### src/shared/slave_link_pkg.sv
// Contract
// - all fields travel as whole bytes
// - read asks at most 16 registers
// - read request: addr, 03h, start, count, crc
// - registers run consecutively from start register
// - every register holds one 16-bit word
// - read reply: addr, 03h, bytecount, words, crc
// - byte count equals twice register count
// - error reply five bytes, read gives 83h
// - failed write answers with function 90h
// - write carries at most 16 registers
// - write request: addr, 10h, start, count, bytes, data
// - write reply echoes start and count
// - broadcast address 00 writes registers 1, 2
// - broadcast never gets any reply
// - crc-16, poly 8005 reflected, init ffff
// - reply gap 24 bits plus wait
// - unsupported function answered with error reply
package slave_link_pkg;
    localparam int CLK_PERIOD_NS = 100;
    localparam int CLK_HZ = 1_000_000_000 / CLK_PERIOD_NS;
    localparam int BAUD = 9600;
    localparam int BIT_CYCLES = (CLK_HZ + BAUD - 1) / BAUD;
    localparam int GAP_BITS = 24;
    localparam int MASTER_GAP_MS = 10;
    localparam int MS_CYCLES = 1_000_000 / CLK_PERIOD_NS;
    localparam int RSP_TIMEOUT_MS = 100;
    localparam int MAX_REGS = 16;
    localparam int FIFO_WORDS = 16;
    localparam int REQ_MAX = 41;
    localparam int RSP_MAX = 37;
    localparam logic [5:0] LEN_MIN = 6'h04;
    localparam logic [5:0] LEN_ERR = 6'h05;
    localparam logic [5:0] LEN_READ_REQ = 6'h08;
    localparam logic [5:0] LEN_WRITE_RSP = 6'h08;
    localparam logic [5:0] LEN_WRITE_BASE = 6'h09;
    localparam logic [5:0] POS_WDATA = 6'h07;
    localparam logic [7:0] ADDR_BCAST = 8'h00;
    localparam logic [7:0] FC_READ = 8'h03;
    localparam logic [7:0] FC_WRITE = 8'h10;
    localparam logic [7:0] FC_ERR_BIT = 8'h80;
    localparam logic [7:0] ERR_FUNC = 8'h01;
    localparam logic [7:0] ERR_DATA = 8'h03;
    localparam logic [7:0] ERR_LOCAL = 8'hfe;
    localparam logic [7:0] ERR_TIMEOUT = 8'hff;
    localparam logic [15:0] CRC_INIT = 16'hffff;
    localparam logic [15:0] CRC_POLY_REV = 16'ha001;
    localparam logic [15:0] REG_RUN = 16'h0001;
    localparam logic [15:0] REG_FREQ = 16'h0002;

    // lsb first, so the reflected polynomial shifts right
    function automatic logic [15:0] crc16_byte(input logic [15:0] crc,
                                               input logic [7:0] data);
        logic [15:0] c;
        c = crc ^ {8'h00, data};
        for (int i = 0; i < 8; i++) begin
            c = c[0] ? ((c >> 1) ^ CRC_POLY_REV) : (c >> 1);
        end
        return c;
    endfunction
endpackage

### src/shared/serial_link_if.sv
`timescale 1ns/1ps
// m_* carries requests to the device, s_* carries replies back
interface serial_link_if;
    logic [7:0] m_data;
    logic m_valid;
    logic m_last;
    logic m_ready;
    logic [7:0] s_data;
    logic s_valid;
    logic s_last;
    logic s_ready;
    modport master(output m_data, m_valid, m_last, s_ready,
                   input m_ready, s_data, s_valid, s_last);
    modport device(input m_data, m_valid, m_last, s_ready,
                   output m_ready, s_data, s_valid, s_last);
endinterface

### src/hdl/slave_end.sv
`timescale 1ns/1ps
// depth must be a power of two, the pointers wrap freely
module byte_fifo #(
    parameter int WIDTH = 9,
    parameter int DEPTH = 16
) (
    input wire logic core_clk,
    input wire logic rst_n,
    input wire logic [WIDTH-1:0] in_data,
    input wire logic in_valid,
    output logic in_ready,
    output logic [WIDTH-1:0] out_data,
    output logic out_valid,
    input wire logic out_ready
);
    localparam int AW = $clog2(DEPTH);
    logic [WIDTH-1:0] mem [DEPTH];
    logic [AW-1:0] wr_ptr;
    logic [AW-1:0] rd_ptr;
    logic [AW:0] count;
    wire push = in_valid && in_ready;
    wire pop = out_valid && out_ready;
    wire [AW:0] next_count = count + (AW+1)'(push) - (AW+1)'(pop);

    assign out_valid = count != '0;
    assign out_data = mem[rd_ptr];

    always_ff @(posedge core_clk or negedge rst_n) begin
        if (!rst_n) begin
            wr_ptr <= '0;
            rd_ptr <= '0;
            count <= '0;
            in_ready <= 1'b0;
        end else begin
            count <= next_count;
            in_ready <= next_count != (AW+1)'(DEPTH);
            if (push) wr_ptr <= wr_ptr + 1'b1;
            if (pop) rd_ptr <= rd_ptr + 1'b1;
        end
    end

    always_ff @(posedge core_clk) begin
        if (push) mem[wr_ptr] <= in_data;
    end
endmodule

module slave_end import slave_link_pkg::*; #(
    parameter int BIT_CYCLES_P = BIT_CYCLES,
    parameter int MS_CYCLES_P = MS_CYCLES,
    parameter int FIFO_DEPTH = FIFO_WORDS
) (
    input wire logic core_clk,
    input wire logic rst_n,
    serial_link_if.device link,
    input wire logic [7:0] own_addr,
    input wire logic [7:0] send_wait_ms,
    output logic [15:0] reg_addr,
    output logic [15:0] reg_wdata,
    output logic reg_we,
    output logic reg_re,
    input wire logic [15:0] reg_rdata
);
    typedef enum logic [2:0] {
        st_rx, st_check, st_write, st_read, st_gap, st_send
    } state_t;

    state_t state;
    logic [7:0] rbuf [REQ_MAX];
    logic [15:0] words [MAX_REGS];
    logic [5:0] rx_len;
    logic [15:0] rx_crc;
    logic over;
    logic [7:0] rsp_fc;
    logic is_err;
    logic [7:0] ecode;
    logic [15:0] start;
    logic [4:0] cnt;
    logic bcast_q;
    logic [4:0] idx;
    logic [31:0] gap_cnt;
    logic [5:0] tx_idx;
    logic [5:0] tx_len;
    logic [15:0] tx_crc;

    // request path, the fifo stalls the master while we answer
    wire [8:0] f_data;
    wire f_valid;
    wire f_pop = f_valid && state == st_rx;
    byte_fifo #(.WIDTH(9), .DEPTH(FIFO_DEPTH)) rx_fifo (
        .core_clk(core_clk),
        .rst_n(rst_n),
        .in_data({link.m_last, link.m_data}),
        .in_valid(link.m_valid),
        .in_ready(link.m_ready),
        .out_data(f_data),
        .out_valid(f_valid),
        .out_ready(state == st_rx)
    );

    wire [7:0] fc = rbuf[1];
    wire [15:0] q_start = {rbuf[2], rbuf[3]};
    wire [15:0] q_cnt = {rbuf[4], rbuf[5]};
    wire bcast = rbuf[0] == ADDR_BCAST;
    // own address or broadcast, crc residue zero
    wire frame_ok = !over && rx_len >= LEN_MIN && rx_crc == 16'h0000
                    && (rbuf[0] == own_addr || bcast);
    wire cnt_ok = q_cnt != 16'h0000 && q_cnt <= 16'(MAX_REGS);
    wire [5:0] wr_len = LEN_WRITE_BASE + {q_cnt[4:0], 1'b0};
    wire rd_ok = cnt_ok && rx_len == LEN_READ_REQ;
    // byte count twice the register count
    wire wr_ok = cnt_ok && rbuf[6] == {q_cnt[6:0], 1'b0} && rx_len == wr_len;
    // broadcast limited to run and frequency registers
    wire bc_ok = (q_start == REG_RUN && q_cnt <= 16'h0002)
                 || (q_start == REG_FREQ && q_cnt == 16'h0001);
    wire known_fc = fc == FC_READ || fc == FC_WRITE;

    wire [5:0] wpos = POS_WDATA + {idx, 1'b0};
    wire [31:0] gap_target = 32'(GAP_BITS * BIT_CYCLES_P)
                             + 32'(send_wait_ms) * 32'(MS_CYCLES_P);

    // reply byte selection for the next slot
    wire [5:0] n = tx_idx + 6'h01;
    wire [5:0] d_off = n - 6'h03;
    wire [3:0] wsel = d_off[4:1];
    wire [15:0] tx_after = crc16_byte(tx_crc, link.s_data);
    // error sets bit 7 of the function code
    wire [7:0] fc_out = is_err ? (rsp_fc | FC_ERR_BIT) : rsp_fc;
    // write reply echoes start and count
    wire [7:0] wr_body = n == 6'h02 ? start[15:8] :
                         n == 6'h03 ? start[7:0] :
                         n == 6'h04 ? 8'h00 : {3'b000, cnt};
    // bytecount then each word high byte first
    wire [7:0] rd_body = n == 6'h02 ? {2'b00, cnt, 1'b0} :
                         d_off[0] ? words[wsel][7:0] : words[wsel][15:8];
    wire [7:0] body = is_err ? ecode :
                      rsp_fc == FC_WRITE ? wr_body : rd_body;
    // crc low byte first, then high
    wire [7:0] byte_next = n == tx_len - 6'h02 ? tx_after[7:0] :
                           n == tx_len - 6'h01 ? tx_crc[15:8] :
                           n == 6'h01 ? fc_out : body;
    wire tx_fire = link.s_valid && link.s_ready;

    always_ff @(posedge core_clk) begin
        if (f_pop && rx_len < 6'(REQ_MAX)) rbuf[rx_len] <= f_data[7:0];
        // one 16-bit word per register read
        if (state == st_read && reg_re) words[4'(idx - 5'h01)] <= reg_rdata;
    end

    always_ff @(posedge core_clk or negedge rst_n) begin
        if (!rst_n) begin
            state <= st_rx;
            rx_len <= '0;
            rx_crc <= CRC_INIT;
            over <= 1'b0;
            rsp_fc <= '0;
            is_err <= 1'b0;
            ecode <= '0;
            start <= '0;
            cnt <= '0;
            bcast_q <= 1'b0;
            idx <= '0;
            gap_cnt <= '0;
            tx_idx <= '0;
            tx_len <= '0;
            tx_crc <= CRC_INIT;
            reg_addr <= '0;
            reg_wdata <= '0;
            reg_we <= 1'b0;
            reg_re <= 1'b0;
            link.s_data <= '0;
            link.s_valid <= 1'b0;
            link.s_last <= 1'b0;
        end else begin
            reg_we <= 1'b0;
            gap_cnt <= state == st_rx ? 32'h0 : gap_cnt + 32'h1;
            case (state)
                st_rx: begin
                    if (f_pop) begin
                        rx_crc <= crc16_byte(rx_crc, f_data[7:0]);
                        if (rx_len >= 6'(REQ_MAX)) over <= 1'b1;
                        if (rx_len != 6'h3f) rx_len <= rx_len + 6'h01;
                        if (f_data[8]) state <= st_check;
                    end
                end
                st_check: begin
                    rx_len <= '0;
                    rx_crc <= CRC_INIT;
                    over <= 1'b0;
                    rsp_fc <= fc;
                    start <= q_start;
                    cnt <= q_cnt[4:0];
                    bcast_q <= bcast;
                    idx <= '0;
                    is_err <= 1'b0;
                    if (!frame_ok) begin
                        state <= st_rx;
                    end else if (fc == FC_READ && rd_ok) begin
                        state <= bcast ? st_rx : st_read;
                    end else if (fc == FC_WRITE && wr_ok) begin
                        state <= (bcast && !bc_ok) ? st_rx : st_write;
                    end else if (bcast) begin
                        state <= st_rx;
                    end else begin
                        is_err <= 1'b1;
                        ecode <= known_fc ? ERR_DATA : ERR_FUNC;
                        state <= st_gap;
                    end
                end
                st_write: begin
                    reg_we <= 1'b1;
                    reg_addr <= start + 16'(idx);
                    reg_wdata <= {rbuf[wpos], rbuf[wpos + 6'h01]};
                    idx <= idx + 5'h01;
                    if (idx == cnt - 5'h01) begin
                        state <= bcast_q ? st_rx : st_gap;
                    end
                end
                st_read: begin
                    // walk the run one word per cycle
                    reg_re <= idx < cnt;
                    reg_addr <= start + 16'(idx);
                    if (idx == cnt) state <= st_gap;
                    else idx <= idx + 5'h01;
                end
                st_gap: begin
                    // turnaround before the first reply byte
                    if (gap_cnt >= gap_target) begin
                        tx_len <= is_err ? LEN_ERR :
                                  rsp_fc == FC_WRITE ? LEN_WRITE_RSP :
                                  LEN_ERR + {cnt, 1'b0};
                        tx_idx <= '0;
                        tx_crc <= CRC_INIT;
                        link.s_data <= own_addr;
                        link.s_valid <= 1'b1;
                        link.s_last <= 1'b0;
                        state <= st_send;
                    end
                end
                st_send: begin
                    if (tx_fire) begin
                        // crc covers all but the crc bytes
                        if (tx_idx < tx_len - 6'h02) tx_crc <= tx_after;
                        if (link.s_last) begin
                            link.s_valid <= 1'b0;
                            link.s_last <= 1'b0;
                            state <= st_rx;
                        end else begin
                            tx_idx <= n;
                            link.s_data <= byte_next;
                            link.s_last <= n == tx_len - 6'h01;
                        end
                    end
                end
                default: state <= st_rx;
            endcase
        end
    end
endmodule

### src/flat_wrapper.sv
// flat-port wrapper written by rule: the top's interface ports become plain ports
module slave_end_flat import slave_link_pkg::*;
#(
    parameter int BIT_CYCLES_P = BIT_CYCLES,
    parameter int MS_CYCLES_P = MS_CYCLES,
    parameter int FIFO_DEPTH = FIFO_WORDS
)
  (core_clk, rst_n, own_addr, send_wait_ms, reg_addr, reg_wdata, reg_we, reg_re, reg_rdata, link_m_data, link_m_valid, link_m_last, link_s_ready, link_m_ready, link_s_data, link_s_valid, link_s_last);
  serial_link_if link_i ();
  input wire logic core_clk;
  input wire logic rst_n;
  input wire logic [7:0] own_addr;
  input wire logic [7:0] send_wait_ms;
  output logic [15:0] reg_addr;
  output logic [15:0] reg_wdata;
  output logic reg_we;
  output logic reg_re;
  input wire logic [15:0] reg_rdata;
  input wire logic [$bits(link_i.m_data)-1:0] link_m_data;
  input wire logic [$bits(link_i.m_valid)-1:0] link_m_valid;
  input wire logic [$bits(link_i.m_last)-1:0] link_m_last;
  input wire logic [$bits(link_i.s_ready)-1:0] link_s_ready;
  output wire logic [$bits(link_i.m_ready)-1:0] link_m_ready;
  output wire logic [$bits(link_i.s_data)-1:0] link_s_data;
  output wire logic [$bits(link_i.s_valid)-1:0] link_s_valid;
  output wire logic [$bits(link_i.s_last)-1:0] link_s_last;
  assign link_i.m_data = link_m_data;
  assign link_i.m_valid = link_m_valid;
  assign link_i.m_last = link_m_last;
  assign link_i.s_ready = link_s_ready;
  assign link_m_ready = link_i.m_ready;
  assign link_s_data = link_i.s_data;
  assign link_s_valid = link_i.s_valid;
  assign link_s_last = link_i.s_last;
  slave_end #(.BIT_CYCLES_P(BIT_CYCLES_P), .MS_CYCLES_P(MS_CYCLES_P), .FIFO_DEPTH(FIFO_DEPTH)) u_core (.core_clk(core_clk), .rst_n(rst_n), .link(link_i), .own_addr(own_addr), .send_wait_ms(send_wait_ms), .reg_addr(reg_addr), .reg_wdata(reg_wdata), .reg_we(reg_we), .reg_re(reg_re), .reg_rdata(reg_rdata));
endmodule
### config.mk
export PLATFORM = sky130hd
export DESIGN_NAME = slave_end_flat
export DESIGN_NICKNAME = d
export VERILOG_FILES = /design/src/shared/slave_link_pkg.sv /design/src/shared/serial_link_if.sv /design/src/hdl/slave_end.sv /design/src/flat_wrapper.sv
export SDC_FILE = /design/constraint.sdc
export NUM_CORES = 1
export LEC_CHECK = 0
export ABC_AREA = 1
export BUFFER_PORTS_ARGS = -buffer_cell sky130_fd_sc_hd__buf_2
export CELL_PAD_IN_SITES_DETAIL_PLACEMENT = 0
export CELL_PAD_IN_SITES_GLOBAL_PLACEMENT = 1
export CORE_UTILIZATION = 35
export CTS_BUF_LIST = sky130_fd_sc_hd__clkbuf_8
export DETAILED_ROUTE_END_ITERATION = 16
export PLACE_DENSITY = 0.66
export SYNTH_ARGS = -nofsm -noshare
export SYNTH_HDL_FRONTEND = slang
export SYNTH_SLANG_ARGS = --single-unit
export TNS_END_PERCENT = 10
### constraint.sdc
create_clock -name core_clk -period 10.2 [get_ports core_clk]
set_input_delay 1.53 -clock core_clk [delete_from_list [all_inputs] [get_ports core_clk]]
set_output_delay 1.53 -clock core_clk [all_outputs]
set_load 0.02 [all_outputs]
==> results.md <==
Timing:
- The number of endpoints with negative hold slack in the final report is 0.
- Setup repair after global routing left no endpoint under its margin.
- The highest clock rate is approximately 130 MHz.
- For the pin with the worst max-slew slack, the measured transition is 1.20 ns.
- The tightest slew margin relative to the limit is 19.5%.
- The final critical path takes up roughly 73% of the cycle.
- The number of max-slew violations in the final report is 0.
- Setup violations remaining at the end of the flow were counted as 0.
- The worst clock skew on the final layout is ~0.048 ns.
- The minimum clock period after layout is about 7.5 ns.
- The setup TNS is 0 ns.

Job:
- Across the run, the number of max-cap violations was 0.

Synthesis:
- The synthesized design contains approximately 970 register bits.
- After synthesis, the share of flip-flops with an asynchronous set or reset is 18.8%.
- Summing the sequential cell areas from Yosys gives between 60% and 70% of the chip area.
- The count of flip-flops with a built-in enable after synthesis is about 780.
- The largest family of logic cells by synthesized area is simple AND/OR/NAND/NOR gates.
- Counting distinct cell types in the post-synthesis netlist gives between 60 and 70.
- Multiplexer cells account for around 1.3% of the synthesized area.
- The share of the synthesized area in compound gates (AO/OA/AOI/OAI) is about 11%.
- After Yosys synthesis, and, or, nand and nor cells account for a little over an eighth of the synthesized area.
- The cell area after synthesis is ~44,000 um2.
- Yosys printed 0 warnings.
- Synthesis handed over a netlist of around 4,000 instances.
- The post-synthesis adder-cell area fraction is 3.82%.
- Of the total synthesized cell area, the portion taken by XOR and XNOR cells is 2.21%.
- A synthesized cell averages between 10 and 15 um2.
- For this run, the leading register cell type out of synthesis is edfxtp_1.

Critical path:
- The startpoint type of the worst setup path is an input port.
- STA classifies the critical path endpoint as a flop.
- The critical path class is in -> reg.
- The startpoint of the most critical setup path is send_wait_ms[3].
- The maximum fanout along the worst path is 14.
- The signal arrival time at the worst endpoint is 8.19 ns.
- On the worst path, the slowest cell contributes a delay of 0.61 ns.
- The most numerous cell on the critical path is nand2_1.
- The worst endpoint required time is between 10 and 15 ns.
- The cell type of the slowest stage on the worst timing path is a21oi_2.
- In this run the critical register-to-register path is launched from u_core.tx_idx[0].

Floorplanning:
- The overall die area is about 130,000 um2.
- The number of standard-cell rows in the floorplan is 130.
- The die extent in y is around 360 um.
- The number of top-level pins is 90.
- The core footprint is 126,000 um2.
- The die boundary width is 358 um.
- Once the floorplan was initialized, standard cells occupied between 30% and 40% of the core.

Clock network:
- The number of levels the H-tree was split into is 4.
- Buffers inserted to repair hold after CTS numbered 0.
- CTS placed an instance of clkbuf_8 at the clock tree root.
- The clock-pin slew of the registers on the worst-case setup and hold paths is 0.06 ns.
- TritonCTS built the clock tree.
- The clock latency on the worst-skew pair is 0.85 ns.
- The clock passes through at most 3 buffers.
- Once the clock tree was built, the resizer swapped 0 gates to a different size.
- The clock net in this run drives a total of a little under 1,000 sinks.
- The number of buffers added for setup after CTS is 0.
- The number of clock buffers added by TritonCTS is 166.

Place:
- The HPWL after detailed placement is about 75 mm.
- The area after detailed placement is roughly 47,000 um2.
- Routability-driven placement finished with a final weighted congestion of approximately 0.83.
- Buffers placed on the I/O ports in this run total 89.
- The post-placement cell count is roughly 5,600.

Finish:
- The number of standard cells in the layout, taps in and fillers out is between 5,000 and 6,000.
- After filler insertion, the fill cell instance count of the layout stands at about 12,000.
- The post-layout net count is 4,320.
- In the layout the commonest cells are edfxtp_1 (784), nand2_1 (547), o21ai_0 (470), nor2_1 (455), inv_1 (300).
- The layout overhead on the synthesized area is 12.3%.
- The share of layout cells above drive strength 1 is between 10% and 20%.
- The area of all placed cells without fillers is between 40,000 and 50,000 um2.
- Leaving out fill and tap cells, the most frequent cell in the layout is edfxtp_1.

Global route:
- The number of global-route vias before repair is between 20,000 and 30,000.
- For this run, the total global-route usage over all layers was measured as 19.3%.
- The total grt overflow is 0.
- The first global-routing pass estimated roughly 190 mm of wire.
- The number of antenna violations at the first check in global routing is 4.
- Entering global routing, the biggest net connects between 100 and 150 pins.

Min path:
- The min-delay analysis places its worst path in the category reg -> reg.
- The worst hold path begins at u_core.ecode[0].

Drt:
- After detailed routing, the number of remaining DRC violations is 1.
- The pre-antenna-repair detailed-routing pass consisted of 11 iterations.
- The total length of routed wires is 124 mm.
- The first routing iteration left about 2,500 violations.
- In the detailed route, the total length drawn on met2 is slightly above 60 mm.
- The detailed-route wire length per cell is approximately 21 um.
- Across all layers, the routed design uses slightly above 30,000 vias.
- The met1 layer wirelength in the final routing is around 55 mm.
- The amount of wire on met3 after detailed routing is 5.40 mm.
- Dividing the detail-routed via count by the number of cells gives just over 5.
- In this run the remaining antenna-violating nets after routing total 0.
- The top layer used by detailed routing is met5.

Power:
- The power consumption is 8.47 mW.
- The power per cell area is ~170 nW/um2.
- In this run the static leakage power is roughly 19 nW.
- The worst-case IR drop observed on VDD is between 0.08 and 0.09 mV.

Status:
- The flow ran to the end, but the final reports show violations.
- The final reports fail on DRC.
==> worst paths after layout <==
check	cells past startpoint	to	slack, ns
setup / recovery	33	u_core.link.s_data[2]	2.73
hold / removal	2	u_core.ecode[0]	0.46
max in group asynchronous	2	u_core.idx[0]	8.04
hold reg to reg	2	u_core.ecode[0]	0.46
setup reg to reg	18	u_core.link.s_data[3]	5.66
min in group asynchronous	1	u_core.rx_fifo.wr_ptr[0]	0.63
==> cell usage after synthesis, types with 8 or more instances <==
| cell | n | share of area (%) |
|---|---|---|
| or2_2 | 8 | 0.11 |
| buf_6 | 12 | 0.31 |
| a22o_1 | 8 | 0.16 |
| ha_1 | 113 | 3.2 |
| nand2_1 | 551 | 4.7 |
| nor2_1 | 474 | 4.0 |
| o22ai_1 | 45 | 0.64 |
| inv_1 | 256 | 2.2 |
| o31ai_1 | 8 | 0.14 |
| o221ai_1 | 58 | 1.1 |
| nand2_2 | 15 | 0.21 |
| dfrtp_1 | 150 | 8.5 |
| nand3_1 | 213 | 2.4 |
| o21ai_1 | 23 | 0.26 |
| fa_1 | 14 | 0.63 |
| a31oi_1 | 27 | 0.38 |
| xnor2_1 | 29 | 0.57 |
| buf_2 | 37 | 0.42 |
| a211oi_1 | 10 | 0.17 |
| clkinv_1 | 8 | 0.068 |
| a22oi_1 | 10 | 0.17 |
| buf_4 | 12 | 0.20 |
| xor2_1 | 57 | 1.1 |
| a21oi_1 | 145 | 1.6 |
| nand4_1 | 23 | 0.32 |
| clkbuf_1 | 124 | 1.1 |
| edfxtp_1 | 784 | 53 |
| inv_2 | 13 | 0.11 |
| dfstp_2 | 32 | 1.9 |
| o21ai_0 | 470 | 5.3 |
| o211ai_1 | 38 | 0.64 |
| nor4_1 | 28 | 0.40 |
| mux2_2 | 48 | 1.2 |
| nor3_1 | 93 | 1.1 |
==> per-layer routing <==
layer	global-route usage, %	vias to the layer above
li1	-	14500
met3	2.94	173
met4	5.16	2
met2	33.0	662
met5	0	-
met1	25.4	15100
==> area by class of cell <==
type / instances / area (um2) / area share [%]
Inverter: 278 / 1050 / 2.11
Tap cell: 1650 / 2060 / 4.15
Antenna cell: 2 / 5.00 / 0.0101
Clock inverter: 117 / 641 / 1.29
Timing Repair Buffer: 132 / 791 / 1.59
Clock buffer: 187 / 2570 / 5.17
Sequential cell: 966 / 28100 / 56.6
Multi-Input combinational cell: 2604 / 14500 / 29.1
==> sequential cells by signal, summed over array words and instances (netlist names), 2 cells and up <==
signal / cells
u_core.idx: 5
u_core.reg_addr: 16
u_core.reg_wdata: 16
u_core.start: 16
u_core.cnt: 5
u_core.gap_cnt: 32
u_core.tx_idx: 6
u_core.tx_len: 6
u_core.rsp_fc: 8
u_core.rx_fifo.wr_ptr: 4
u_core.words: 256
u_core.rbuf: 384
u_core.link.s_data: 8
u_core.rx_fifo.mem: 144
u_core.rx_fifo.rd_ptr: 4
u_core.ecode: 2
u_core.rx_fifo.count: 5
u_core.tx_crc: 16
u_core.rx_len: 6
u_core.rx_crc: 16
u_core.state: 3
==> per-stage QoR <==
step	hold slack (ns)	utilization [%]	setup slack, ns
global placement	0.452	37.0	1.95
global route	0.488	39.6	2.06
detailed placement	0.450	37.0	1.85
CTS	0.466	39.6	2.75
floorplan	0.435	-	3.52
finish	0.464	39.6	2.73
==> report_power, final <==
group	internal (mW)	total [mW]	switching, mW
clock	1.75	3.40	1.66
sequential	4.38	4.42	0.0323
combinational	0.217	0.652	0.435
total	6.35	8.47	2.12
==> cell families (layout without fill, tap and decap cells) <==
| family | count (synthesis) | in the layout |
|---|---|---|
| adder cells (fa/ha/maj) | 127 | 127 |
| buffers and inverters | 466 | 714 |
| other | 1 | 34 |
| XOR/XNOR | 98 | 98 |
| flip-flops | 966 | 966 |
| multiplexers | 50 | 50 |
| AO/OA/AOI/OAI | 870 | 870 |
| AND/OR/NAND/NOR | 1427 | 1427 |
==> critical path: cells and delay by family <==
kind / cells / cell delay (ns)
buf+inv: 5 / 0.86
xor+xnor: 1 / 0.14
fa+ha+maj: 6 / 2.36
compound gates: 4 / 1.02
simple gates: 17 / 2.27
(Power assumes the default switching activity.)
